### config.mk
export PLATFORM = sky130hd
export DESIGN_NAME = mce_crc_engine
export DESIGN_NICKNAME = d
export VERILOG_FILES = /design/src/shared/mce_pkg.sv /design/src/design/mce_sticky_flag.sv /design/src/design/mce_crc_fold.sv /design/src/design/mce_crc_engine.sv
export SDC_FILE = /design/constraint.sdc
export NUM_CORES = 1
export LEC_CHECK = 0
export BUFFER_PORTS_ARGS = -buffer_cell sky130_fd_sc_hd__clkbuf_2
export CORE_MARGIN = 1
export CORE_UTILIZATION = 35
export DETAILED_ROUTE_END_ITERATION = 8
export PLACE_DENSITY_LB_ADDON = 0.3
export SETUP_SLACK_MARGIN = 0.15
export SYNTH_ARGS = -nofsm -noshare
export SYNTH_HDL_FRONTEND = slang
export SYNTH_SLANG_ARGS = --single-unit
export TNS_END_PERCENT = 5
### constraint.sdc
create_clock -name mclk -period 5.4 [get_ports mclk]
set_input_delay 0.81 -clock mclk [delete_from_list [all_inputs] [get_ports mclk]]
set_output_delay 0.81 -clock mclk [all_outputs]
set_load 0.005 [all_outputs]
### src/shared/mce_pkg.sv
// constants, register map and types of the memory-range checksum engine
package mce_pkg;

	// ------------------------------------------------------------
	// bus geometry
	// ------------------------------------------------------------
	localparam int PADDR_W = 8;                 // apb byte address width
	localparam int DATA_W  = 32;                // apb and memory data width

	// ------------------------------------------------------------
	// register byte offsets
	// ------------------------------------------------------------
	localparam logic [PADDR_W-1:0] OFF_CTRL = 8'h00;   // control_reg, write-only
	localparam logic [PADDR_W-1:0] OFF_STAT = 8'h04;   // status_reg, read-only
	localparam logic [PADDR_W-1:0] OFF_SCR  = 8'h08;   // status_flag_clear, write-only
	localparam logic [PADDR_W-1:0] OFF_ADDR = 8'h0C;   // range start address
	localparam logic [PADDR_W-1:0] OFF_LEN  = 8'h10;   // range length in bytes
	localparam logic [PADDR_W-1:0] OFF_DATA = 8'h14;   // seed in, checksum out

	// ------------------------------------------------------------
	// control_reg fields
	// ------------------------------------------------------------
	localparam int CTRL_EN  = 0;                // module_enable
	localparam int CTRL_DIS = 1;                // module_disable
	localparam int CTRL_CRC = 2;                // checksum_start

	// ------------------------------------------------------------
	// status flags, same positions in status_reg and status_flag_clear
	// ------------------------------------------------------------
	localparam int FLAG_DONE = 0;               // run finished
	localparam int FLAG_HOLD = 1;               // core_hold_flag
	localparam int FLAG_BUS_ERROR_FLAG = 2;               // bus_error_flag
	localparam int FLAG_FAIL = 3;               // functional error
	localparam int FLAG_LOCK = 4;               // lock_flag
	localparam int NFLAG     = 5;               // number of sticky flags
	localparam int STAT_BUSY = 5;               // run in progress
	localparam int STAT_ENA  = 6;               // module enabled

	// ------------------------------------------------------------
	// checksum and range constants
	// ------------------------------------------------------------
	localparam logic [DATA_W-1:0] CRC_POLY   = 32'hEDB88320;  // reflected generator
	localparam logic [DATA_W-1:0] CRC_SEED   = 32'hFFFFFFFF;  // usual seed
	localparam logic [DATA_W-1:0] FLASH_BASE = 32'h00000000;  // forced start in protected state
	localparam logic [DATA_W-1:0] FLASH_SIZE = 32'h00010000;  // forced length in protected state
	localparam logic [DATA_W-1:0] WORD_BYTES = 32'h00000004;  // bytes per fetch
	localparam logic [DATA_W-1:0] ALIGN_MASK = 32'h00000003;  // low bits that must be zero

	// ------------------------------------------------------------
	// reset values
	// ------------------------------------------------------------
	localparam logic [DATA_W-1:0] ADDR_RST = 32'h00000000;
	localparam logic [DATA_W-1:0] LEN_RST  = 32'h00000000;
	localparam logic [DATA_W-1:0] DATA_RST = 32'h00000000;
	localparam logic              ENA_RST  = 1'b1;

	// ------------------------------------------------------------
	// engine states, one-hot
	// ------------------------------------------------------------
	typedef enum logic [1:0] {
		ST_IDLE  = 2'b01,
		ST_FETCH = 2'b10
	} mce_state_t;

endpackage

### src/design/mce_sticky_flag.sv
// one sticky status flag: hardware set wins over software clear
`timescale 1ns/1ps
module mce_sticky_flag (
	// clock and reset
	input  wire logic mclk,
	input  wire logic rst,
	// set and clear strobes
	input  wire logic setFlag,
	input  wire logic clrFlag,
	// flag level
	output logic      flag
);

	// ------------------------------------------------------------
	// flag register
	// ------------------------------------------------------------
	logic flag_ff;   // stored flag

	// set has priority so an event in the clearing cycle survives
	always_ff @(posedge mclk or posedge rst) begin
		if (rst) begin
			flag_ff <= 1'b0;
		end else if (setFlag) begin
			flag_ff <= 1'b1;
		end else if (clrFlag) begin
			flag_ff <= 1'b0;
		end
	end

	assign flag = flag_ff;

endmodule

### src/design/mce_crc_fold.sv
// folds one 32-bit word into the running reflected crc32, low byte first
`timescale 1ns/1ps
module mce_crc_fold
	import mce_pkg::*;
(
	// running value and new word
	input  wire logic [mce_pkg::DATA_W-1:0] crcIn,
	input  wire logic [mce_pkg::DATA_W-1:0] dataIn,
	// updated value
	output logic      [mce_pkg::DATA_W-1:0] crcOut
);

	// ------------------------------------------------------------
	// bitwise shift-right division, bit 0 of byte 0 first
	// ------------------------------------------------------------
	always_comb begin
		logic [DATA_W-1:0] c;   // working remainder
		c = crcIn;
		for (int i = 0; i < DATA_W; i++) begin
			if (c[0] ^ dataIn[i]) begin
				c = (c >> 1) ^ CRC_POLY;
			end else begin
				c = c >> 1;
			end
		end
		crcOut = c;
	end

endmodule

### src/design/mce_crc_engine.sv
// apb-controlled engine that checksums a memory range with crc32
//
// Decided for this implementation: the APB register port.
`timescale 1ns/1ps
module mce_crc_engine
	import mce_pkg::*;
(
	// clock and reset
	input  wire logic                        mclk,
	input  wire logic                        rst,
	// apb slave
	input  wire logic                        psel,
	input  wire logic                        penable,
	input  wire logic                        pwrite,
	input  wire logic [mce_pkg::PADDR_W-1:0] paddr,
	input  wire logic [mce_pkg::DATA_W-1:0]  pwdata,
	output logic      [mce_pkg::DATA_W-1:0]  prdata,
	output logic                             pready,
	output logic                             pslverr,
	// memory read port
	output logic                             memReq,
	output logic      [mce_pkg::DATA_W-1:0]  memAddr,
	input  wire logic                        memAck,
	input  wire logic [mce_pkg::DATA_W-1:0]  memRdata,
	input  wire logic                        memErr,
	// chip state
	input  wire logic                        protectedState,
	input  wire logic                        coreHoldSet,
	input  wire logic                        lockSet,
	// state outputs
	output logic                             coreHold,
	output logic                             busy
);
	import mce_pkg::*;

	// ------------------------------------------------------------
	// declarations
	// ------------------------------------------------------------
	mce_state_t        state_ff;        // engine state
	mce_state_t        nxt_state;       // next engine state
	logic [DATA_W-1:0] addr_ff;         // fetch address
	logic [DATA_W-1:0] len_ff;          // bytes still to fetch
	logic [DATA_W-1:0] data_ff;         // seed and checksum
	logic              enabled_ff;      // module accepts operations
	logic [DATA_W-1:0] prdata_ff;       // read data latched in setup
	logic              pslverr_ff;      // unmapped address seen in setup
	logic [DATA_W-1:0] crcNext;         // checksum with fetched word folded
	logic [NFLAG-1:0]  flags;           // sticky status flags
	logic [NFLAG-1:0]  flagSet;         // hardware set strobes
	logic [NFLAG-1:0]  flagClr;         // software clear strobes
	logic              setupPhase;      // apb setup cycle
	logic              wrAccess;        // apb write completes now
	logic              ctrlWr;          // write to control_reg
	logic              startReq;        // start bit written
	logic              disableReq;      // disable bit written
	logic              enableReq;       // enable bit written
	logic              startOk;         // start accepted
	logic [DATA_W-1:0] startAddr;       // address taken at start
	logic [DATA_W-1:0] startLen;        // length taken at start
	logic              misaligned;      // start range not word aligned
	logic              runGo;           // start that launches fetching
	logic              wordDone;        // fetch returned good data
	logic              lastWord;        // fetch returned the final word
	logic              busErr;          // fetch returned an error
	logic              regWrOk;         // range registers writable
	logic              mapped;          // setup address decodes

	// ------------------------------------------------------------
	// apb decode
	// ------------------------------------------------------------
	// zero wait state slave: every access phase completes at once
	assign pready     = 1'b1;
	assign prdata     = prdata_ff;
	assign pslverr    = pslverr_ff;
	assign setupPhase = psel & ~penable;
	assign wrAccess   = psel & penable & pwrite;
	assign ctrlWr     = wrAccess & (paddr == OFF_CTRL);
	assign startReq   = ctrlWr & pwdata[CTRL_CRC];
	assign disableReq = ctrlWr & pwdata[CTRL_DIS];
	assign enableReq  = ctrlWr & pwdata[CTRL_EN];
	// range registers are frozen while a run is going
	assign regWrOk    = wrAccess & (state_ff == ST_IDLE);

	// address decode for the error answer
	always_comb begin
		case (paddr)
			OFF_CTRL, OFF_STAT, OFF_SCR,
			OFF_ADDR, OFF_LEN, OFF_DATA: begin
				mapped = 1'b1;
			end
			default: begin
				mapped = 1'b0;
			end
		endcase
	end

	// ------------------------------------------------------------
	// start qualification
	// ------------------------------------------------------------
	// a start counts only when enabled, idle and not disabled now
	assign startOk = startReq & enabled_ff & ~disableReq
		& (state_ff == ST_IDLE);

	// protected state replaces the requested range by whole flash
	assign startAddr = protectedState ? FLASH_BASE : addr_ff;
	assign startLen  = protectedState ? FLASH_SIZE : len_ff;

	// an unaligned range is refused and reported as functional error
	assign misaligned = ((startAddr | startLen) & ALIGN_MASK) != '0;
	assign runGo      = startOk & ~misaligned & (startLen != '0);

	// ------------------------------------------------------------
	// fetch results
	// ------------------------------------------------------------
	assign busErr   = (state_ff == ST_FETCH) & memAck & memErr;
	assign wordDone = (state_ff == ST_FETCH) & memAck & ~memErr;
	assign lastWord = wordDone & (len_ff == WORD_BYTES);

	// fold the returned word into the running checksum
	mce_crc_fold u_fold (
		.crcIn  (data_ff),
		.dataIn (memRdata),
		.crcOut (crcNext)
	);

	// ------------------------------------------------------------
	// engine state machine
	// ------------------------------------------------------------
	// next state: disable wins, then fetch completion, then start
	always_comb begin
		nxt_state = state_ff;
		case (state_ff)
			ST_IDLE: begin
				if (runGo) begin
					nxt_state = ST_FETCH;
				end
			end
			ST_FETCH: begin
				if (disableReq) begin
					nxt_state = ST_IDLE;
				end else if (busErr | lastWord) begin
					nxt_state = ST_IDLE;
				end
			end
			default: begin
				nxt_state = ST_IDLE;
			end
		endcase
	end

	// state register
	always_ff @(posedge mclk or posedge rst) begin
		if (rst) begin
			state_ff <= ST_IDLE;
		end else begin
			state_ff <= nxt_state;
		end
	end

	// memory port follows the state directly
	assign memReq  = (state_ff == ST_FETCH);
	assign memAddr = addr_ff;
	assign busy    = (state_ff == ST_FETCH);

	// ------------------------------------------------------------
	// enable state
	// ------------------------------------------------------------
	// disable drops acceptance until software enables again
	always_ff @(posedge mclk or posedge rst) begin
		if (rst) begin
			enabled_ff <= ENA_RST;
		end else if (disableReq) begin
			enabled_ff <= 1'b0;
		end else if (enableReq) begin
			enabled_ff <= 1'b1;
		end
	end

	// ------------------------------------------------------------
	// address register
	// ------------------------------------------------------------
	// loaded by software, forced at a protected start, stepped per word
	always_ff @(posedge mclk or posedge rst) begin
		if (rst) begin
			addr_ff <= ADDR_RST;
		end else if (runGo) begin
			addr_ff <= startAddr;
		end else if (wordDone) begin
			addr_ff <= addr_ff + WORD_BYTES;
		end else if (regWrOk & (paddr == OFF_ADDR)) begin
			addr_ff <= pwdata;
		end
	end

	// ------------------------------------------------------------
	// length register
	// ------------------------------------------------------------
	// counts down the bytes still to fetch
	always_ff @(posedge mclk or posedge rst) begin
		if (rst) begin
			len_ff <= LEN_RST;
		end else if (runGo) begin
			len_ff <= startLen;
		end else if (wordDone) begin
			len_ff <= len_ff - WORD_BYTES;
		end else if (regWrOk & (paddr == OFF_LEN)) begin
			len_ff <= pwdata;
		end
	end

	// ------------------------------------------------------------
	// data register
	// ------------------------------------------------------------
	// seed in, raw checksum out; never inverted by the engine
	always_ff @(posedge mclk or posedge rst) begin
		if (rst) begin
			data_ff <= DATA_RST;
		end else if (runGo & protectedState) begin
			data_ff <= CRC_SEED;
		end else if (wordDone) begin
			data_ff <= crcNext;
		end else if (regWrOk & (paddr == OFF_DATA)) begin
			data_ff <= pwdata;
		end
	end

	// ------------------------------------------------------------
	// status flags
	// ------------------------------------------------------------
	// hardware set strobes
	always_comb begin
		flagSet            = '0;
		flagSet[FLAG_DONE] = busErr | lastWord
			| (startOk & (misaligned | (startLen == '0)));
		flagSet[FLAG_HOLD] = coreHoldSet;
		flagSet[FLAG_BUS_ERROR_FLAG] = busErr;
		flagSet[FLAG_FAIL] = startOk & misaligned;
		flagSet[FLAG_LOCK] = lockSet;
	end

	// software clear strobes, plus start and disable side effects
	always_comb begin
		flagClr = '0;
		if (wrAccess & (paddr == OFF_SCR)) begin
			flagClr = pwdata[NFLAG-1:0];
		end
		if (protectedState) begin
			flagClr[FLAG_HOLD] = 1'b0;
		end
		if (startOk | disableReq) begin
			flagClr[FLAG_DONE] = 1'b1;
			flagClr[FLAG_BUS_ERROR_FLAG] = 1'b1;
			flagClr[FLAG_FAIL] = 1'b1;
		end
	end

	// one sticky flag per flag bit, NFLAG in all; busy and enable bits have none
	genvar g;
	generate
		for (g = 0; g < NFLAG; g++) begin : g_flag
			mce_sticky_flag u_flag (
				.mclk    (mclk),
				.rst     (rst),
				.setFlag (flagSet[g]),
				.clrFlag (flagClr[g]),
				.flag    (flags[g])
			);
		end
	endgenerate

	assign coreHold = flags[FLAG_HOLD];

	// ------------------------------------------------------------
	// apb read data and error answer
	// ------------------------------------------------------------
	// captured in the setup cycle so the access phase sees flops
	always_ff @(posedge mclk or posedge rst) begin
		if (rst) begin
			prdata_ff  <= '0;
			pslverr_ff <= 1'b0;
		end else if (setupPhase) begin
			pslverr_ff <= ~mapped;
			prdata_ff  <= '0;
			if (~pwrite) begin
				case (paddr)
					OFF_STAT: begin
						prdata_ff[NFLAG-1:0] <= flags;
						prdata_ff[STAT_BUSY] <= busy;
						prdata_ff[STAT_ENA]  <= enabled_ff;
					end
					OFF_ADDR: begin
						prdata_ff <= addr_ff;
					end
					OFF_LEN: begin
						prdata_ff <= len_ff;
					end
					OFF_DATA: begin
						prdata_ff <= data_ff;
					end
					default: begin
						prdata_ff <= '0;
					end
				endcase
			end
		end
	end

endmodule

After elaboration in Yosys (flattened, before gate mapping)
Index checks and enable logic that the tools add are counted.
{"block": "op_classes", "n_reduce_logical": 15, "n_eq_ne": 10, "n_bitwise": 98, "addsub": 2, "muxes": 67}
{"operator": "$mux W32", "n": 44}
{"operator": "$not A13 Y14", "n": 32}
{"operator": "$pmux W25 S3", "n": 1}
{"operator": "$reduce_bool A32 Y1", "n": 2}
{"operator": "$add A32 B3 Y32 const B", "n": 1}
{"operator": "$eq A32 B3 Y1 const B", "n": 1}
{"operator": "$logic_not A32 Y1", "n": 1}
{"operator": "$sub A32 B3 Y32 const B", "n": 1}
{"operator": "$xor A1 B1 Y1", "n": 32}
{"operator": "$pmux W7 S4", "n": 1}
{"operator": "$and A1 B1 Y1", "n": 24}
{"operator": "$eq A8 B4 Y1 const B", "n": 2}
{"operator": "$eq A8 B5 Y1 const B", "n": 2}
{"operator": "$mux W1", "n": 15}
{"operator": "$reduce_bool A2 Y1", "n": 6}
{"operator": "$reduce_bool A3 Y1", "n": 3}
{"operator": "$eq A8 B3 Y1 const B", "n": 1}
{"operator": "$logic_not A8 Y1", "n": 1}
{"operator": "$mux W2", "n": 4}
{"operator": "$reduce_or A6 Y1", "n": 1}
{"operator": "$mux W5", "n": 1}
{"operator": "$not A1 Y1", "n": 5}
{"operator": "$or A1 B1 Y1", "n": 4}
{"operator": "$pmux W2 S2", "n": 1}
{"operator": "other kinds (6)", "n": 6}
{"block": "totals", "input_bits": 82, "out_inout_bits": 69, "wordCells": 204, "register_bits": 137}

Depth between registers and ports, before layout
Gate-level depths: netlist of run 1.
{"block": "logic_depth", "depth_word": 66, "ltp_mapped": 12}

Modules after synthesis
A second synthesis of run 1 with hierarchy kept.
{"block": "hier_totals", "hier_cells": 1176, "area_unflattened_um2": 11005.6}
{"module": "mce_crc_engine", "n_inst": 1, "seq_area_each_um2": 3305.7, "cells_per_inst": 896, "area_per_inst_um2": 7547.2}
{"module": "mce_crc_fold", "n_inst": 1, "seq_area_each_um2": 0.0, "cells_per_inst": 260, "area_per_inst_um2": 3258.1}
{"module": "mce_sticky_flag", "n_inst": 5, "seq_area_each_um2": 25.0, "cells_per_inst": 4, "area_per_inst_um2": 40.0}

Worst setup path after synthesis of run 1
Ideal clock, no wire load.
{"block": "synth_timing", "kind": "input to register", "from": "in memRdata[2] (netlist name)", "to": "reg data_ff[19]", "n_path_buf": 0, "required_ps": 5322, "setup_slack_ps": 1223, "setup_ps": 78, "stages": 9, "arrival_time_ps": 4100, "path_cell_list": "xnor2_4 -> xnor3_2 -> xor2_2 -> xnor3_1 -> xnor3_2 -> xnor3_1 -> xnor2_1 -> xor3_1 -> a21oi_1"}
{"block": "synth_between", "elab_chain_len": 45, "word_cells_on_any_way": 77, "classes_between": "mux: 32; bitwise: 45"}
{"element": "start: declaration", "line": "mce_crc_engine.sv:24", "source": "input wire logic [mce_pkg::DATA_W-1:0] memRdata,"}
{"element": "$xor A1 B1 Y1 (*)", "line": "mce_crc_fold.sv:20", "source": "if (c[0] ^ dataIn[i]) begin"}
{"element": "$mux W32 (*) (3 in a row)", "line": "mce_crc_fold.sv:20"}
{"element": "$not A13 Y14 (no line) or $mux W32 (tied branches)"}
{"element": "$mux W32 (*) (6 in a row)", "line": "mce_crc_fold.sv:20"}
{"element": "$xor A1 B1 Y1 or $mux W32 (tied branches)", "line": "mce_crc_fold.sv:20"}
{"element": "$mux W32 (*) (3 in a row)", "line": "mce_crc_fold.sv:20"}
{"element": "parallel branches: the longest is 1 deep, another holds $xor A1 B1 Y1"}
{"element": "$mux W32 (*) (6 in a row)", "line": "mce_crc_fold.sv:20"}
{"element": "(+15 left out)"}
{"element": "$not A13 Y14 (no line) (tied with other cells)"}
{"element": "$mux W32 (*)", "line": "mce_crc_fold.sv:20"}
{"element": "$not A13 Y14 (no line) or $xor A1 B1 Y1 (tied branches)"}
{"element": "$mux W32 (*)", "line": "mce_crc_fold.sv:20"}
{"element": "$not A13 Y14 (no line)"}
{"element": "$mux W32 (*)", "line": "mce_crc_fold.sv:20"}
{"element": "$mux W32 (*)", "line": "mce_crc_engine.sv:220", "source": "end else if (wordDone) begin"}
{"element": "$mux W32 (*)", "line": "mce_crc_engine.sv:218", "source": "end else if (runGo & protectedState) begin"}
{"element": "end signal: assignment", "line": "mce_crc_engine.sv:221", "source": "data_ff <= crcNext;"}
{"element": "end signal: assignment", "line": "mce_crc_engine.sv:223", "source": "data_ff <= pwdata;"}
{"element": "end: declaration", "line": "mce_crc_engine.sv:43", "source": "logic [DATA_W-1:0] data_ff;"}
Every way passes the cells marked *.
A chain may end at the register's enable or synchronous reset.

Final worst setup path of run 1
{"block": "layout_timing", "from": "in memRdata[8] (netlist name)", "to": "reg data_ff[19]"}
{"block": "layout_between", "elab_chain_len": 37, "word_cells_on_any_way": 56, "classes_between": "mux: 26; bitwise: 30"}
{"element": "$xor A1 B1 Y1 (*)", "line": "mce_crc_fold.sv:20"}
{"element": "$mux W32 (*) (6 in a row)", "line": "mce_crc_fold.sv:20"}
{"element": "$xor A1 B1 Y1", "line": "mce_crc_fold.sv:20"}
{"element": "$mux W32 (*) (6 in a row)", "line": "mce_crc_fold.sv:20"}
{"element": "$xor A1 B1 Y1", "line": "mce_crc_fold.sv:20"}
{"element": "$mux W32 (*)", "line": "mce_crc_fold.sv:20"}
{"element": "$not A13 Y14 (no line)"}
{"element": "$mux W32 (*) (2 in a row)", "line": "mce_crc_fold.sv:20"}
{"element": "(+10 left out)"}
{"element": "$not A13 Y14 (no line)"}
{"element": "$mux W32 (*)", "line": "mce_crc_fold.sv:20"}
{"element": "$not A13 Y14 (no line)"}
{"element": "$mux W32 (*)", "line": "mce_crc_fold.sv:20"}
{"element": "$not A13 Y14 (no line)"}
{"element": "$mux W32 (*)", "line": "mce_crc_fold.sv:20"}
{"element": "$mux W32 (*)", "line": "mce_crc_engine.sv:220"}
{"element": "$mux W32 (*)", "line": "mce_crc_engine.sv:218"}
Mark *: on every way between the ends. The rest lies on a longest branch, timed or not.

==> results of run 1 <==
per-layer routing:
metal / up-vias / track usage
li1: 4213 / -
met1: 4501 / 0.339
met2: 414 / 0.369
met3: 36 / 0.0337
met4: 0 / 0.0515
met5: - / 0
stage by stage:
stage | std cells | util | setup WS [ns] | hold slack [ns] | area (um2)
detailed placement | 1594 | 0.401 | 0.737 | 0.470 | 11600
floorplan | 1097 | - | 0.925 | 0.448 | 10400
CTS | 1626 | 0.424 | 1.14 | 0.486 | 12300
finish | 1626 | 0.424 | 1.10 | 0.476 | 12300
global placement | 1594 | 0.401 | 0.830 | 0.462 | 11600
global route | 1626 | 0.424 | 0.945 | 0.500 | 12300
worst max-delay path by stage:
stage | start | slack, ns | end | cells after the start
3_3_place_gp | memRdata[2] | 0.83 | data_ff[18]$_DFFE_PP0P_ | 10
5_1_grt | data_ff[8]$_DFFE_PP0P_ | 0.95 | data_ff[19]$_DFFE_PP0P_ | 9
2_1_floorplan | rst | 0.93 | data_ff[0]$_DFFE_PP0P_ | 1
3_5_place_dp | memRdata[8] | 0.74 | data_ff[19]$_DFFE_PP0P_ | 10
6_report | memRdata[8] | 1.10 | data_ff[19]$_DFFE_PP0P_ | 10
4_1_cts | memRdata[8] | 1.14 | data_ff[19]$_DFFE_PP0P_ | 10
cells in the mapped netlist (all sizes together) (13+ instances only):
cell type,n,area share
xnor2,183,0.18
dfrtp,135,0.32
nand2,120,0.043
o21ai,105,0.051
nor2,66,0.024
xor2,55,0.048
clkbuf,52,0.019
a21oi,48,0.023
a22oi,35,0.025
xnor3,33,0.072
a221o,27,0.026
nand3,24,0.012
nor3,24,0.012
o22ai,21,0.013
a22o,18,0.015
inv,14,0.0051
nor4,13,0.0078
registers in the layout, summed over array words and instances, names as in the netlist:
register,cells
data_ff,32
enabled_ff,1
memAddr,32
pslverr,1
state_ff,2
len_ff,32
prdata,32
g_flag.u_flag.flag,5
critical path, delay by kind of cell:
kind	cells	cell delay [ns]
buf+inv	1	0.10
xor+xnor	8	3.58
compound gates	1	0.15
final cells by class:
cell class	count	area (um2)	area share
inverter	15	61.3	0.00500
clock inverter	14	244	0.0199
timing repair buffer	170	903	0.0736
clock buffer	18	429	0.0350
tap	384	480	0.0392
multi-input combinational	888	6720	0.548
sequential	137	3430	0.280
kinds of logic (layout without fill, tap and decap cells):
| logic type | Yosys count | after routing | share of synthesized area |
|---|---|---|---|
| AO/OA/AOI/OAI | 311 | 311 | 0.197 |
| other | 1 | 1 | 0.000361 |
| buffers and inverters | 72 | 217 | 0.0267 |
| AND/OR/NAND/NOR | 291 | 291 | 0.126 |
| adder cells (fa/ha/maj) | 3 | 3 | 0.00361 |
| multiplexers | 7 | 7 | 0.00686 |
| flip-flops | 137 | 137 | 0.330 |
| XOR/XNOR | 275 | 275 | 0.310 |
==> results.md, run 1 <==
CTS:
- In this run the post-CTS setup repair buffer count came out at 0.
- TritonCTS built the clock tree.
- Counting the buffers created by CTS gives 17.
- Gates resized during post-CTS repair numbered 0.
- The clock passes through at most 2 buffers.
- Clock-pin slew was measured on the worst setup and hold paths at 0.07 ns.
- The clock sink count is 137.
- The clock latency reported for the late side of the worst-skew pair is 0.43 ns.
- In this run, post-CTS hold repair placed 0 buffers.
- In this run the number of H-tree levels came out at 4.
- The tree is rooted in a sky130_fd_sc_hd__clkbuf_16.

Critical path:
- On the worst path, the slowest cell contributes a delay of 0.59 ns.
- The endpoint type of the worst setup path is a register.
- For the worst setup path, the data required time is 5.76 ns.
- The slowest stage of the critical path is the sky130_fd_sc_hd__xnor2_1 cell.
- Traced cell by cell, the critical path runs through clkbuf_2, xnor2_1, xnor2_2, xnor2_1, xnor2_4, xnor3_1, xnor2_1, xor2_2, xor3_1, a21oi_1.
- The category of the worst setup path launch point is an input port.
- The launch point of the worst reg-to-reg path is data_ff[8]$_DFFE_PP0P_.
- The critical setup path kind is input port to register.
- The logic depth of the worst register-to-register path is 9.
- The biggest fanout along the worst timing path is 5.
- The internal reg-to-reg setup slack is 1.13 ns.
- The arrival time reported for the critical path endpoint is 4.65 ns.
- The endpoint of the lowest-slack register-to-register path is data_ff[19]$_DFFE_PP0P_.
- In this design, the critical path's most frequently occurring cell is sky130_fd_sc_hd__xnor2_1.

Yosys:
- The mean instance size in the synthesized netlist is 9.48 um2.
- The synthesized netlist occupies a cell area of 0.0104 mm2.
- The dominant register cell in the synthesized netlist is sky130_fd_sc_hd__dfrtp_1.
- The share of the Yosys chip area taken by registers is 0.330.
- The proportion of synthesized flip-flops having asynchronous set or reset is 1.00.
- Synthesis inferred 137 register bits.
- The net count after synthesis is 1182.
- The instance count of the mapped netlist is 1097.
- The synthesized design contains 0 enable-type register cells.
- The count of cell types in the netlist is 57.
- The Yosys step of the flow raised 0 warnings.

Timing:
- The final-report setup violation count is 0.
- The transition time at the pin with the least slew margin is 0.988 ns.
- The time the worst path needs with I/O delays and setup is 4.30 ns.
- The max-slew headroom at the worst pin is 0.335.
- After routing, the total negative slack on setup checks comes to 0 ns.
- Of the available clock period, the critical path in the final layout requires 0.795.
- The achievable clock frequency is 233 MHz.
- Setup repair after global routing left no endpoint under its margin.
- The clock arrives with 0.0142 ns of skew.
- The number of max-slew violations in the final report is 0.
- The number of failing hold endpoints at the final stage was 0.

Layout:
- The repair_antennas step left the layout with diodes totalling 0.
- The fill cell total of the finished layout is 2893.
- The most common cell after layout, fill and taps aside is sky130_fd_sc_hd__xnor2_1.
- In the layout the commonest cells are 161 x sky130_fd_sc_hd__xnor2_1, 149 x sky130_fd_sc_hd__clkbuf_2, 135 x sky130_fd_sc_hd__dfrtp_1.
- Compared with the post-synthesis result, the final layout area differs by 18.0%.
- Of the cells placed in the final design, the portion with a size suffix greater than 1 is 0.194.
- The net count of the finished layout is 1314.

Global route:
- The global-route congestion overflow total is 0.
- The first global-routing pass estimated 53800 um of wire.
- In the global route stage, overall resource usage came out at 0.235.
- The pin count of the biggest net entering global routing is 98.
- The initial antenna violation count is 0.
- The number of global-route vias before repair was 8541.

Detailed routing:
- For this run, design rule violations remaining after detail routing come to 0.
- The met1 wire length is 16200 um.
- In the final routed layout, each cell accounts on average for 21.9 um.
- The first detailed-routing pass ran for 5 iterations.
- The number of vias per cell after detailed routing is 5.64.
- The total length of routed wires is 35700 um.
- In this run the top signal layer used is met4.
- Once detail routing completed, the nets flagged for antenna violations numbered 0.
- The total met2 wirelength after detailed routing is 16400 um.
- For this block, the via count after detailed routing is 9164.
- The first routing iteration left 997 violations.
- After detailed routing, the met3 layer carries 2500 um of wire.

Worst hold path:
- The end point of the worst hold path is prdata[11]$_DFFE_PP0P_.
- The worst hold path belongs to the class register to register.
- The worst hold path begins at prdata[11]$_DFFE_PP0P_.
- The hold path depth is 2.

Floorplan:
- The die covers 0.0304 mm2.
- In this run the count of I/O pins placed on the die edge is 151.
- The core region is 0.0289 mm2.
- Measured along the x axis, the die boundary spans 174 um.
- The height of the die is 174 um.
- The initial utilization of the core area, before any placement, comes to 0.359.
- The row count is 62.

Placed design:
- The congestion estimate from routability-driven global placement came to 0.942.
- The detailed placement HPWL is 27800 um.
- The count of buffers added on input and output ports is 149.

Outcome:
- The flow ran to the end, and the final reports show no timing, DRC or antenna violations.

Flow run:
- Max-cap violations in this run came to 0.
Power of run 1 is not shown: default switching activity piles up to over one toggle a cycle in this logic, so the estimate is an artifact.
==> run 2, diff against run 1 <==
ABC_AREA = 1   (was default)
clock period = 4.25 ns   (was 5.4 ns; I/O delays follow)
==> results.md, run 2 <==
Yosys:
- The yosys synthesis warning count is 0.
- The largest area contributor in the netlist is sky130_fd_sc_hd__dfrtp_1.
- For this run, the leading register cell type out of synthesis is sky130_fd_sc_hd__dfrtp_1.
- In the synthesized netlist the async set-or-reset flop fraction comes to 1.00.
- The number of synthesized flops with an enable pin is 0.
- After synthesis the netlist holds a flip-flop and latch count of 137.
- The netlist uses 59 different library cells.
- The sequential element share of the synthesized area is 0.254.
- The mean instance size in the synthesized netlist is 6.38 um2.
- By area the synthesized netlist is led by sky130_fd_sc_hd__dfrtp_1 25%, sky130_fd_sc_hd__nand2_1 17%, sky130_fd_sc_hd__nand3_1 7.1%.
- By instance count, the leading cell after synthesis is sky130_fd_sc_hd__nand2_1.
- The instance count of the mapped netlist is 2121.
- Synthesis produced a netlist with a net count of 2206.
- The area fraction of the dominant cell type after synthesis is 0.250.
- The area of the mapped netlist is 0.0135 mm2.
- By count the netlist is led by 616 x sky130_fd_sc_hd__nand2_1, 239 x sky130_fd_sc_hd__inv_1, 192 x sky130_fd_sc_hd__nand3_1.

Global route:
- The initial antenna violation count is 0.
- The total routing resource utilization after global routing is 0.279.
- met2 is the most crowded layer.
- The global-route congestion overflow total is 0.
- The number of global-route vias before repair is 13700.
- The met2 layer usage reported by global route is 0.438.
- The met3 track demand over resource is 0.0337.
- For this run, global-route usage on met1 was measured as 0.391.
- The pin count of the biggest net entering global routing is 138.
- The first global-routing pass estimated 82800 um of wire.

Timing:
- In the finished design, the share of the clock period the worst path needs comes to 0.884.
- The number of failing hold endpoints at the final stage is 0.
- The total negative slack for setup checks is 0 ns.
- The number of max-slew violations in the final report is 0.
- Between clock sinks in the finished design, the worst skew comes to 0.0113 ns.
- For this run, the top clock speed supported by timing is 266 MHz.
- The transition time at the pin with the least slew margin is 0.860 ns.
- Setup repair after global routing left no endpoint under its margin.
- Final hold analysis gives a worst-case slack of 0.358 ns.
- The worst pin sits at a relative slew slack of 0.427.
- The final-report setup violation count is 0.
- The time the worst path needs with I/O delays and setup is 3.76 ns.
- Setup slack closes at 0.495 ns.

Critical path:
- The critical path runs through a total of 22 cells.
- The largest single stage delay on the critical path is 0.40 ns.
- Grouping stages by cell kind, the critical path spends the most delay in simple AND/OR/NAND/NOR gates.
- The launch point of the worst reg-to-reg path is data_ff[0]$_DFFE_PP0P_.
- For the worst setup path, the data arrival time is 4.04 ns.
- The most critical setup path has its startpoint at data_ff[0]$_DFFE_PP0P_.
- The critical setup path kind is register to register.
- The number of buffers and inverters on the critical path is 2.
- Among all stages on the critical path, the largest delay is contributed by sky130_fd_sc_hd__dfrtp_1.
- The endpoint of the lowest-slack register-to-register path is data_ff[22]$_DFFE_PP0P_.
- The logic depth of the worst register-to-register path is 22.
- The endpoint type of the worst setup path is a register.
- The critical path goes through inv_2, nand2_2, nand2_2, nand2_1, nand2_2, inv_2, nand2_1, nand2_1, nand3_1, nand3_1, nand2_2, nand3_1, nand2_2, nand2_1, nand2_1, nand3_1, nand2_1, nand3_1, nand2_1, nand3_1, nand3_1, a22oi_1.
- The required time of the critical path is 4.53 ns.
- Following the worst setup path forward leads to its endpoint at data_ff[22]$_DFFE_PP0P_.
- For flop-to-flop paths, the worst setup slack is 0.49 ns.
- The biggest fanout along the worst timing path is 12.
- The category of the worst setup path launch point is a register.

Detailed routing:
- The initial detailed-routing violation count is 1737.
- For this run, the detailed router's first-pass iteration total came to 9.
- The post-detailed-route wirelength per cell is 19.9 um.
- The number of vias per cell after detailed routing is 5.45.
- The remaining antenna violation count is 0.
- Wires add up to 55300 um.
- After detailed routing, the number of remaining DRC violations is 0.
- The via total after detailed routing is 15200.

Power:
- The leakage power figure is 8.08 nW.
- The power per cell area is 392 mW/mm2.
- IR analysis of the VDD net gives a maximum drop of 258 uV.

Floorplan:
- After floorplanning, the core was sized to cover 0.0378 mm2.
- The height of the die is 199 um.
- The die covers 0.0394 mm2.
- From left edge to right edge, the die measures 199 um.
- The starting density of the core is 0.357.
- The row count is 71.
- The top-level port count is 151.

Layout:
- The antenna diode instance count is 0.
- In the final layout, the share of cells above drive strength 1 is 0.187.
- The net count of the finished layout is 2346.
- Leaving out fill and tap cells, the most frequent cells in the layout are 616 x sky130_fd_sc_hd__nand2_1, 237 x sky130_fd_sc_hd__inv_1, 192 x sky130_fd_sc_hd__nand3_1.
- The most common cell after layout, fill and taps aside is sky130_fd_sc_hd__nand2_1.
- Relative to the synthesized area, the layout overhead comes to 14.2%.

CTS:
- The clock latency reported for the late side of the worst-skew pair is 0.44 ns.
- The CTS root buffer is sky130_fd_sc_hd__clkbuf_16.
- The number of clock buffers added by TritonCTS is 17.
- The H-tree generated during clock tree synthesis spans 4 levels.
- TritonCTS built the clock tree.
- The count of hold-fix buffers inserted at cts is 0.
- Clock tree synthesis found a total of 137 sinks.
- Clock-pin slew was measured on the worst setup and hold paths at 0.06 ns.
- Post-CTS timing repair inserted 0 buffers for setup.
- After clock tree synthesis, the repair step resized 0 gates.
- The deepest clock path buffer count is 2.

Placed design:
- The pre-CTS worst setup slack is 0.218 ns.
- During placement, the flow inserted port buffers numbering 149.
- Routability-driven placement finished with a final weighted congestion of 0.984.
- After legalization and detailed placement, the total HPWL measured 43900 um.

Flow run:
- Across the run, the number of max-cap violations was 0.

Outcome:
- The run finished with clean final reports.

Worst hold path:
- The min-delay analysis places its worst path in the category input port to asynchronous set/reset pin.
run 2: cell types whose count changed in the layout (fill, tap and decap cells not counted), moves of 80 or more:
cell | previous run | this run
sky130_fd_sc_hd__nor2_1 | 65 | 145
sky130_fd_sc_hd__xnor2_1 | 161 | 21
sky130_fd_sc_hd__nand2_1 | 120 | 616
sky130_fd_sc_hd__inv_1 | 13 | 237
sky130_fd_sc_hd__nand3_1 | 23 | 192
sky130_fd_sc_hd__nand2_2 | 0 | 113
run 2: layout make-up:
| class | count | area, um2 |
|---|---|---|
| Tap cell | 511 | 639 |
| Fill cell | 4048 | 22400 |
| Clock buffer | 19 | 433 |
| Multi-Input combinational cell | 1664 | 8830 |
| Sequential cell | 137 | 3430 |
| Timing Repair Buffer | 170 | 916 |
| Inverter | 271 | 1020 |
| Clock inverter | 13 | 170 |
run 2: per-layer routing:
metal | routed length (um) | share of wire | vias to the layer above
li1 | - | - | 7188
met1 | 24200 | 0.44 | 7166
met2 | 24700 | 0.45 | 719
met3 | 4420 | 0.080 | 119
met4 | 2020 | 0.036 | 0
met5 | 0 | 0 | -
run 2: cell families after synthesis:
kind of cell | share of synthesized area
AOI/OAI and AO/OA | 0.146
xor gates and xnor gates | 0.0796
adders and majority gates | 0.00278
buffers and inverters | 0.0946
DFF | 0.254
other | 0.000277
and+or+nand+nor | 0.423
run 2: worst register-to-register path, stage by stage, from the launching register on:
cell,delay [ns]
sky130_fd_sc_hd__dfrtp_1,0.40
sky130_fd_sc_hd__inv_2,0.10
sky130_fd_sc_hd__nand2_2,0.07
sky130_fd_sc_hd__nand2_2,0.34
sky130_fd_sc_hd__nand2_1,0.13
sky130_fd_sc_hd__nand2_2,0.14
sky130_fd_sc_hd__inv_2,0.05
sky130_fd_sc_hd__nand2_1,0.07
sky130_fd_sc_hd__nand2_1,0.14
sky130_fd_sc_hd__nand3_1,0.14
sky130_fd_sc_hd__nand3_1,0.12
sky130_fd_sc_hd__nand2_2,0.21
sky130_fd_sc_hd__nand3_1,0.22
sky130_fd_sc_hd__nand2_2,0.19
sky130_fd_sc_hd__nand2_1,0.06
sky130_fd_sc_hd__nand2_1,0.07
sky130_fd_sc_hd__nand3_1,0.07
sky130_fd_sc_hd__nand2_1,0.26
sky130_fd_sc_hd__nand3_1,0.18
sky130_fd_sc_hd__nand2_1,0.22
sky130_fd_sc_hd__nand3_1,0.11
sky130_fd_sc_hd__nand3_1,0.18
sky130_fd_sc_hd__a22oi_1,0.12
run 2: worst min path at each step:
stage               slack [ns]                           endpoint  depth (start not counted)                              start
finish                    0.36             prdata[20]$_DFFE_PP0P_                          3                                rst
floorplan                 0.48  g_flag[3].u_flag.flag$_DFFE_PP0P_                          2  g_flag[3].u_flag.flag$_DFFE_PP0P_
detailed placement        0.50              prdata[7]$_DFFE_PP0P_                          2              prdata[7]$_DFFE_PP0P_
global placement          0.49              prdata[7]$_DFFE_PP0P_                          2              prdata[7]$_DFFE_PP0P_
CTS                       0.39  g_flag[1].u_flag.flag$_DFFE_PP0P_                          3                        coreHoldSet
global route              0.41  g_flag[1].u_flag.flag$_DFFE_PP0P_                          3                        coreHoldSet
run 2: power by group:
group / internal (W) / switching, W / total, W / leakage [nW]
logic: 0.000964 / 0.00216 / 0.00312 / 6.22
clock network: 0.000931 / 0.000644 / 0.00157 / 0.285
registers: 0.00133 / 0.0000344 / 0.00136 / 1.58
total: 0.00322 / 0.00284 / 0.00606 / 8.08
run 2: stage by stage:
stage / util / instances / total power [W] / instance area, um2
6_report: 0.408 / 2785 / 0.00606 / 15400
2_1_floorplan: - / 2121 / 0.00368 / 13500
4_1_cts: 0.408 / 2785 / 0.00599 / 15400
5_1_grt: 0.408 / 2785 / 0.00644 / 15400
3_5_place_dp: 0.392 / 2753 / 0.00443 / 14800
3_3_place_gp: 0.392 / 2753 / 0.00442 / 14800
Power figures use the tool's default switching activity.
